**config.mk**
```make
export PLATFORM = sky130hd
export DESIGN_NAME = wwd_watchdog
export DESIGN_NICKNAME = d
export VERILOG_FILES = /design/src/design/wwd_pkg.sv /design/src/design/wwd_tick_gen.sv /design/src/design/wwd_watchdog.sv
export SDC_FILE = /design/constraint.sdc
export NUM_CORES = 1
export LEC_CHECK = 0
export BUFFER_PORTS_ARGS = -buffer_cell sky130_fd_sc_hd__buf_2
export CAP_MARGIN = 10
export CORE_AREA = 2 2 104 86
export DETAILED_ROUTE_END_ITERATION = 10
export DIE_AREA = 0 0 106 88
export PLACE_DENSITY_LB_ADDON = 0.08
export SLEW_MARGIN = 10
export SYNTH_ARGS = -nofsm -noshare
export SYNTH_HDL_FRONTEND = slang
export SYNTH_SLANG_ARGS = --single-unit
```
**constraint.sdc**
```tcl
create_clock -name clk_sys_i -period 3.9 [get_ports clk_sys_i]
set_clock_uncertainty 0.15 [all_clocks]
set_input_delay 0 -clock clk_sys_i [delete_from_list [all_inputs] [get_ports clk_sys_i]]
set_output_delay 0 -clock clk_sys_i [all_outputs]
set_load 0.05 [all_outputs]
```
**src/design/wwd_pkg.sv**
```systemverilog
// Purpose : Shared constants and types for the windowed watchdog timer.
// Assumes : 8-bit register data, 100 MHz system clock, 1 kHz count clock.
// Notes   : Every offset, field position, reset value and count lives here.

`default_nettype none

package wwd_pkg;

   // ----------------------------------------------------------------
   // Register map
   // ----------------------------------------------------------------
   localparam int           ADDR_W       = 8;
   localparam int           DATA_W       = 8;
   localparam logic [7:0]   CTRL_OFS     = 8'h00;  // watchdog_control_reg
   localparam logic [7:0]   STATUS_OFS   = 8'h01;  // Lock and sync pending
   localparam int           PERIOD_LSB   = 0;      // Open span / timeout code
   localparam int           WINDOW_LSB   = 4;      // Closed span code
   localparam int           LOCK_BIT     = 7;
   localparam int           BUSY_BIT     = 0;
   localparam logic [7:0]   CTRL_RST     = 8'h00;
   localparam logic [3:0]   CODE_OFF     = 4'h0;
   localparam logic [3:0]   CODE_MIN     = 4'h1;
   localparam logic [3:0]   CODE_MAX     = 4'hB;

   // ----------------------------------------------------------------
   // Timing
   // ----------------------------------------------------------------
   localparam int           SYS_CLK_HZ     = 100_000_000;
   localparam int           SLOW_CLK_HZ    = 1000;
   localparam int           SPAN_MIN_MS    = 8;
   // Shortest span in count-clock ticks, doubled per code step
   localparam int           SPAN_MIN_TICKS = (SPAN_MIN_MS * SLOW_CLK_HZ) / 1000;
   localparam int           CNT_W          = 14;   // Holds the 8K-tick span
   localparam logic [1:0]   SYNC_TICKS     = 2'h2; // Count-clock edges per crossing

   // ----------------------------------------------------------------
   // Types
   // ----------------------------------------------------------------
   typedef enum logic [3:0] {
      WWD_OFF    = 4'b0001,
      WWD_WAIT   = 4'b0010,   // Timeout running, closed span not yet armed
      WWD_CLOSED = 4'b0100,
      WWD_OPEN   = 4'b1000
   } wwd_state_t;

   typedef struct packed {
      logic [ADDR_W-1:0] addr;
      logic [DATA_W-1:0] wdata;
      logic              wr;
      logic              rd;
   } wwd_bus_req_t;

endpackage : wwd_pkg

`default_nettype wire

```
**src/design/wwd_tick_gen.sv**
```systemverilog
// Purpose : Brings the free slow count clock into the system domain as ticks.
// Assumes : The slow clock is far slower than the system clock.
// Notes   : One-cycle tick per rising edge of the slow clock.

`timescale 1ns/1ps
`default_nettype none

module wwd_tick_gen (
   input  wire logic clk_sys_i,
   input  wire logic rst_i,
   input  wire logic slow_count_clock_i,
   output logic      tick_o
);
   import wwd_pkg::*;

   typedef struct packed {
      logic meta;    // First stage, read only by the second
      logic sync;
      logic prev;
      logic tick;
   } wwd_tick_st_t;

   wwd_tick_st_t q;
   wwd_tick_st_t next_q;

   // ----------------------------------------------------------------
   // Synchroniser and edge detect
   // ----------------------------------------------------------------
   // Edge is taken from the second stage so metastability never reaches logic
   always_comb begin
      next_q      = q;
      next_q.meta = slow_count_clock_i;
      next_q.sync = q.meta;
      next_q.prev = q.sync;
      next_q.tick = q.sync & ~q.prev;
   end

   // State register
   always_ff @(posedge clk_sys_i or posedge rst_i) begin
      if (rst_i) begin
         q <= '0;
      end else begin
         q <= next_q;
      end
   end

   assign tick_o = q.tick;

endmodule : wwd_tick_gen

`default_nettype wire

```
**src/design/wwd_watchdog.sv**
```systemverilog
// Purpose : Windowed watchdog timer with guarded control and freeze bit.
// Assumes : Count clock arrives as a pin and is turned into system ticks.
// Notes   : Count clock crossings are modelled as a wait of two ticks.
//
// Design decisions made here: the plain strobed port and the address map.

`timescale 1ns/1ps
`default_nettype none

module wwd_watchdog (
   input  wire logic                  clk_sys_i,
   input  wire logic                  rst_i,
   input  wire logic                  slow_count_clock_i,
   input  wire wwd_pkg::wwd_bus_req_t bus_i,
   output logic [wwd_pkg::DATA_W-1:0] rdata_o,
   input  wire logic                  change_guard_i,
   input  wire logic [7:0]            boot_config_fuse_i,
   input  wire logic                  debug_halt_i,
   input  wire logic                  watchdog_clear_instruction_i,
   output logic                       domain_sync_pending_o,
   output logic                       rst_req_o
);
   import wwd_pkg::*;

   // ----------------------------------------------------------------
   // State
   // ----------------------------------------------------------------
   typedef struct packed {
      logic [7:0]       ctrl;      // Software view of the control register
      logic [7:0]       ctrl_eff;  // Copy in force in the counting domain
      logic             lock;
      logic             sync_busy;
      logic [1:0]       sync_cnt;
      logic             clr_busy;
      logic [1:0]       clr_cnt;
      wwd_state_t       state;
      logic [CNT_W-1:0] cnt;
      logic             rst_req;
      logic [7:0]       rdata;
      logic             booted;
      logic             halted;
   } wwd_st_t;

   wwd_st_t q;
   wwd_st_t next_q;
   logic    tick;
   logic    apply_cfg;
   logic    apply_clr;
   logic    wr_ctrl_ok;

   // ----------------------------------------------------------------
   // Helpers
   // ----------------------------------------------------------------
   // Span in ticks for a code; reserved codes run the longest span
   function automatic logic [CNT_W:0] span_of(input logic [3:0] code);
      logic [CNT_W:0] s;
      s = (CNT_W+1)'(SPAN_MIN_TICKS);
      if (code >= CODE_MIN && code <= CODE_MAX) begin
         s = s << (code - CODE_MIN);
      end else begin
         s = s << (CODE_MAX - CODE_MIN);
      end
      return s;
   endfunction : span_of

   // State a configuration starts in
   function automatic wwd_state_t entry_of(input logic [7:0] c);
      wwd_state_t e;
      if (c[PERIOD_LSB +: 4] == CODE_OFF) begin
         e = WWD_OFF;
      end else if (c[WINDOW_LSB +: 4] != CODE_OFF) begin
         e = WWD_WAIT;
      end else begin
         e = WWD_OPEN;
      end
      return e;
   endfunction : entry_of

   // True when the next tick completes the given span
   function automatic logic expires(input logic [CNT_W-1:0] c, input logic [3:0] code);
      return ({1'b0, c} + (CNT_W+1)'(1)) >= span_of(code);
   endfunction : expires

   // ----------------------------------------------------------------
   // Count clock ticks
   // ----------------------------------------------------------------
   // The count clock is a free 1 kHz pin; only its edges pace the counter
   wwd_tick_gen u_tick (
      .clk_sys_i          (clk_sys_i),
      .rst_i              (rst_i),
      .slow_count_clock_i (slow_count_clock_i),
      .tick_o             (tick)
   );

   // Crossing completions, taken on the second count-clock edge
   assign apply_cfg  = tick & q.sync_busy & (q.sync_cnt == 2'h1);
   assign apply_clr  = tick & q.clr_busy & (q.clr_cnt == 2'h1);
   assign wr_ctrl_ok = bus_i.wr & (bus_i.addr == CTRL_OFS) & change_guard_i
                       & ~q.lock & ~q.sync_busy;

   // ----------------------------------------------------------------
   // Next-state logic
   // ----------------------------------------------------------------
   always_comb begin
      next_q         = q;
      next_q.rst_req = 1'b0;
      next_q.rdata   = 8'h00;

      // Register reads, data in the following cycle
      if (bus_i.rd) begin
         if (bus_i.addr == CTRL_OFS) begin
            next_q.rdata = q.ctrl;
         end else if (bus_i.addr == STATUS_OFS) begin
            next_q.rdata[LOCK_BIT] = q.lock;
            next_q.rdata[BUSY_BIT] = q.sync_busy;
         end
      end

      // Control write starts a crossing; ignored while guarded or frozen
      if (wr_ctrl_ok) begin
         next_q.ctrl      = bus_i.wdata;
         next_q.sync_busy = 1'b1;
         next_q.sync_cnt  = SYNC_TICKS;
      end

      // Freeze bit: set by software, cleared only while halted in debug
      if (bus_i.wr && bus_i.addr == STATUS_OFS && change_guard_i) begin
         if (bus_i.wdata[LOCK_BIT]) begin
            next_q.lock = 1'b1;
         end else if (debug_halt_i) begin
            next_q.lock = 1'b0;
         end
      end

      // Clear instruction crossing; a second one inside it is dropped
      if (watchdog_clear_instruction_i && !q.clr_busy) begin
         next_q.clr_busy = 1'b1;
         next_q.clr_cnt  = SYNC_TICKS;
      end

      // Crossing progress on count-clock edges
      if (tick && q.sync_busy) begin
         next_q.sync_cnt = q.sync_cnt - 2'h1;
         if (apply_cfg) begin
            next_q.sync_busy = 1'b0;
         end
      end
      if (tick && q.clr_busy) begin
         next_q.clr_cnt = q.clr_cnt - 2'h1;
         if (apply_clr) begin
            next_q.clr_busy = 1'b0;
         end
      end

      // Counting; no sleep or clock-stop input can pause it
      if (debug_halt_i) begin
         next_q.halted = 1'b1;
         next_q.cnt    = '0;
      end else if (q.halted) begin
         // Leaving debug halt re-arms the closed span behind a clear
         next_q.halted = 1'b0;
         next_q.state  = entry_of(q.ctrl_eff);
         next_q.cnt    = '0;
      end else if (tick) begin
         unique case (q.state)
            WWD_OFF: begin
               next_q.cnt = '0;
            end
            WWD_WAIT,
            WWD_OPEN: begin
               if (apply_clr) begin
                  next_q.cnt = '0;
                  if (q.ctrl_eff[WINDOW_LSB +: 4] != CODE_OFF) begin
                     next_q.state = WWD_CLOSED;
                  end else begin
                     next_q.state = WWD_OPEN;
                  end
               end else if (expires(q.cnt, q.ctrl_eff[PERIOD_LSB +: 4])) begin
                  next_q.rst_req = 1'b1;
                  next_q.cnt     = '0;
                  next_q.state   = entry_of(q.ctrl_eff);
               end else begin
                  next_q.cnt = q.cnt + CNT_W'(1);
               end
            end
            WWD_CLOSED: begin
               if (apply_clr) begin
                  next_q.rst_req = 1'b1;
                  next_q.cnt     = '0;
                  next_q.state   = entry_of(q.ctrl_eff);
               end else if (expires(q.cnt, q.ctrl_eff[WINDOW_LSB +: 4])) begin
                  next_q.state = WWD_OPEN;
                  next_q.cnt   = '0;
               end else begin
                  next_q.cnt = q.cnt + CNT_W'(1);
               end
            end
         endcase
      end

      // New configuration lands in the counting domain
      if (apply_cfg) begin
         next_q.ctrl_eff = q.ctrl;
         if (entry_of(q.ctrl) != entry_of(q.ctrl_eff)) begin
            next_q.state = entry_of(q.ctrl);
            next_q.cnt   = '0;
         end
      end

      // First cycle after reset release: take the boot fuse
      if (!q.booted) begin
         next_q.booted   = 1'b1;
         next_q.ctrl     = boot_config_fuse_i;
         next_q.ctrl_eff = boot_config_fuse_i;
         next_q.lock     = (boot_config_fuse_i[PERIOD_LSB +: 4] != CODE_OFF);
         next_q.state    = entry_of(boot_config_fuse_i);
         next_q.cnt      = '0;
      end
   end

   // ----------------------------------------------------------------
   // State register
   // ----------------------------------------------------------------
   // Reset takes constants only; the fuse is caught after release
   always_ff @(posedge clk_sys_i or posedge rst_i) begin
      if (rst_i) begin
         q          <= '0;
         q.ctrl     <= CTRL_RST;
         q.ctrl_eff <= CTRL_RST;
         q.state    <= WWD_OFF;
      end else begin
         q <= next_q;
      end
   end

   // Outputs straight from flip-flops
   assign rdata_o               = q.rdata;
   assign domain_sync_pending_o = q.sync_busy;
   assign rst_req_o             = q.rst_req;
endmodule : wwd_watchdog

`default_nettype wire

```
==> reports/qor.json <==
{
  "status": {"value": "finished, final reports clean"},
  "drtPass1Iterations": {"value": 4},
  "least_margin_pin_slew": {"value": 0.771, "unit": "ns"},
  "place_inst": {"value": 569},
  "cts_num_sinks": {"value": 56},
  "crit_path_start_kind": {"value": "flop"},
  "placementRows": {"value": 30},
  "global_route.usage.met1": {"value": 30.6, "unit": "%"},
  "route.detailed.wl_per_inst": {"value": 14.8, "unit": "um"},
  "cp_data_required_time": {"value": 4.00, "unit": "ns"},
  "gr-usage-met3": {"value": 3.05, "unit": "%"},
  "placement.io_buffers": {"value": 41},
  "final_antenna_net_count": {"value": 0},
  "grt_pass1_vias": {"value": 3036},
  "finalSetupViolCount": {"value": 0},
  "num_vias": {"value": 3259},
  "wire_length_of_the_first_global_routing_pass": {"value": 15000, "unit": "um"},
  "synth.cell_area": {"value": 3830, "unit": "sq um"},
  "worst_hold_slack": {"value": 0.0910, "unit": "ns"},
  "finalSetupTns": {"value": 0, "unit": "ns"},
  "via_count_normalized_by_instance_count": {"value": 5.40},
  "report.power.total": {"value": 1.24, "unit": "mW"},
  "routed_wirelength": {"value": 8920, "unit": "um"},
  "number_of_enable_type_register_cells_in_the_synthesized_netlist": {"value": 0},
  "instance_count_of_the_mapped_netlist": {"value": 434},
  "grt_usage": {"value": 20.2, "unit": "%"},
  "initial_utilization": {"value": 46.2, "unit": "%"},
  "antennaDiodeCount": {"value": 0},
  "dominantRegCellSynth": {"value": "dfrtp_1"},
  "max-cap-violations": {"value": 0},
  "place_worst_setup_slack": {"value": 0.307, "unit": "ns"},
  "post_synth_arst_share": {"value": 100, "unit": "%"},
  "areaGrowthSynthToFinish": {"value": 14.9, "unit": "%"},
  "synth_warnings": {"value": 0},
  "vdd_drop_max": {"value": 0.176, "unit": "mV"},
  "cp_data_arrival_time": {"value": 3.63, "unit": "ns"},
  "synth.largest_area_cell": {"value": "dfrtp_1"},
  "path_clk_slew": {"value": 0.11, "unit": "ns"},
  "h_tree_depth": {"value": 2},
  "grt_start_max_net_pins": {"value": 34},
  "fin_crit": {"value": 3.54, "unit": "ns"},
  "tritoncts": {"value": "built"},
  "clock-root-buffer": {"value": "clkbuf_8"},
  "residual_drc_count": {"value": 0},
  "max_clock_freq": {"value": 0.283, "unit": "GHz"},
  "mostFrequentLayoutCell": {"value": "nand2_1"},
  "fin_cells": {"value": 603},
  "leakagePower": {"value": 1.93, "unit": "nW"},
  "drive_above_1_share": {"value": 15.5, "unit": "%"},
  "gp_congestion": {"value": 0.864},
  "antenna_found_initial": {"value": 0},
  "worst_setup_path_end_kind": {"value": "flop"},
  "grt_most_used_layer": {"value": "met1"},
  "unrepaired_setup_endpoints_after_global_routing": {"value": "no"},
  "dieWidth": {"value": 106, "unit": "um"},
  "dr.first_iter.drc_count": {"value": 182},
  "die_y": {"value": 88, "unit": "um"},
  "synth.avg_cell_area": {"value": 8.83, "unit": "sq um"},
  "ys_seq_area_share": {"value": 36.6, "unit": "%"},
  "finalHoldViolations": {"value": 0},
  "grt_overflow": {"value": 0},
  "pin_count": {"value": 42},
  "gr-usage-met2": {"value": 29.9, "unit": "%"},
  "synth.top_cells.by_area": {"value": "dfrtp_1, ha_1, nand2_1"},
  "timing.final.ws_setup": {"value": 0.362, "unit": "ns"},
  "cts_buffers": {"value": 5},
  "worstSetupPathType": {"value": "flop to flop"},
  "core-area": {"value": 8300, "unit": "sq um"},
  "final_core_utilization": {"value": 53.1, "unit": "%"},
  "postCtsSetupRepairBufs": {"value": 0},
  "layout.cells.most_common_list": {"value": "nand2_1, dfrtp_1, buf_2, nor2_1, a21oi_1"},
  "cts_max_path_buffers": {"value": 2},
  "yosysTopAreaCellShare": {"value": 35.9, "unit": "%"},
  "slew_headroom": {"value": 48.2, "unit": "%"},
  "crit_path_max_fanout": {"value": 16},
  "postSynthRegisterBits": {"value": 56},
  "timing.final.max_slew_violations": {"value": 0},
  "pwr_density_cell": {"value": 282, "unit": "nW/um^2"},
  "final_nets": {"value": 549},
  "post_synth_num_cell_types": {"value": 57},
  "fin_area": {"value": 4410, "unit": "sq um"},
  "worstHoldPathType": {"value": "input pin to flop"},
  "finalCritPeriodShare": {"value": 90.7, "unit": "%"},
  "area_of_the_die": {"value": 9330, "unit": "sq um"},
  "dp_hpwl": {"value": 6490, "unit": "um"},
  "clk_latency": {"value": 0.31, "unit": "ns"},
  "placed_area": {"value": 4060, "unit": "sq um"}
}
## cell type report
class                           count  area, sq um
Sequential cell                    56         1400
Fill cell                         789         3890
Clock inverter                      2         16.3
Timing Repair Buffer               78          548
Multi-Input combinational cell    338         2180
Inverter                           11         41.3
Clock buffer                        6         72.6
Tap cell                          112          140
## per-layer routing
metal	wire length (um)	part of all wire (%)
met1	4410	49
met2	3930	44
met4	133	1.5
met5	0	0
met3	449	5.0
## flip-flops by register name (all words and copies together) (netlist names)
signal	count
q	42
u_tick.q	1
u_tick.tick_o	1
rst_req_o	1
domain_sync_pending_o	1
rdata_o	8
u_tick.next_q	2
## report_power, final
part / internal [mW] / leakage (nW) / total [mW] / switching [mW]
logic: 0.113 / 1.18 / 0.238 / 0.125
clock network: 0.129 / 0.0414 / 0.331 / 0.203
registers: 0.621 / 0.702 / 0.673 / 0.0520
## synth_stat cells (all sizes together), types with 3 or more instances
| master | n |
|---|---|
| o22ai | 4 |
| clkbuf | 10 |
| xor2 | 8 |
| nor2 | 35 |
| xnor2 | 8 |
| nand4 | 5 |
| nand2b | 3 |
| and2 | 11 |
| nor2b | 15 |
| a31oi | 11 |
| dfrtp | 55 |
| a21oi | 38 |
| buf | 20 |
| and3 | 6 |
| or3 | 3 |
| nand3 | 16 |
| nor3 | 13 |
| inv | 11 |
| mux2i | 11 |
| nand2 | 62 |
| ha | 27 |
| o21ai | 10 |
| nor4 | 7 |
| o211ai | 12 |
## logic make-up (layout without fill, tap and decap cells)
family / Yosys count / count (layout) / synth area share [%]
muxes: 11 / 11 / 2.87
buffers and inverters: 42 / 97 / 6.66
AOI/OAI and AO/OA: 98 / 98 / 17.0
and+or+nand+nor: 183 / 183 / 24.3
other: 1 / 3 / 0.0978
adders and majority gates: 27 / 27 / 8.81
DFF: 56 / 56 / 36.6
xor gates and xnor gates: 16 / 16 / 3.66
## worst max-delay path, stage by stage, from the launching register on
cell	delay (ns)
dfrtp_1	0.46
and3_1	0.23
nand3_1	0.20
or3_1	0.41
xnor2_1	0.32
ha_1	0.29
nand4_1	0.10
inv_1	0.05
a2111oi_1	0.45
and3_1	0.22
buf_4	0.22
a2bb2o_4	0.24
a21oi_2	0.12
## worst paths after layout
| check | startpoint | depth (start not counted) | slack (ns) | to |
|---|---|---|---|---|
| worst max-delay path | q[14] | 12 | 0.36 | q[21] |
| worst min-delay path | change_guard_i | 5 | 0.09 | q[35] |
| worst max register to register | q[14] | 12 | 0.36 | q[21] |
| worst min register to register | u_tick.next_q[2] | 0 | 0.22 | u_tick.next_q[1] |
| max in group asynchronous | rst_i | 4 | 2.61 | q[25] |
| min in group asynchronous | rst_i | 3 | 0.15 | q[1] |
## timing repair
action,4_1_cts,5_1_grt
gates resized for setup,0,1
endpoints found under the setup margin,0,1
hold buffers,26,0
hold endpoints to repair,56,0
Power figures use the tool's default switching activity.
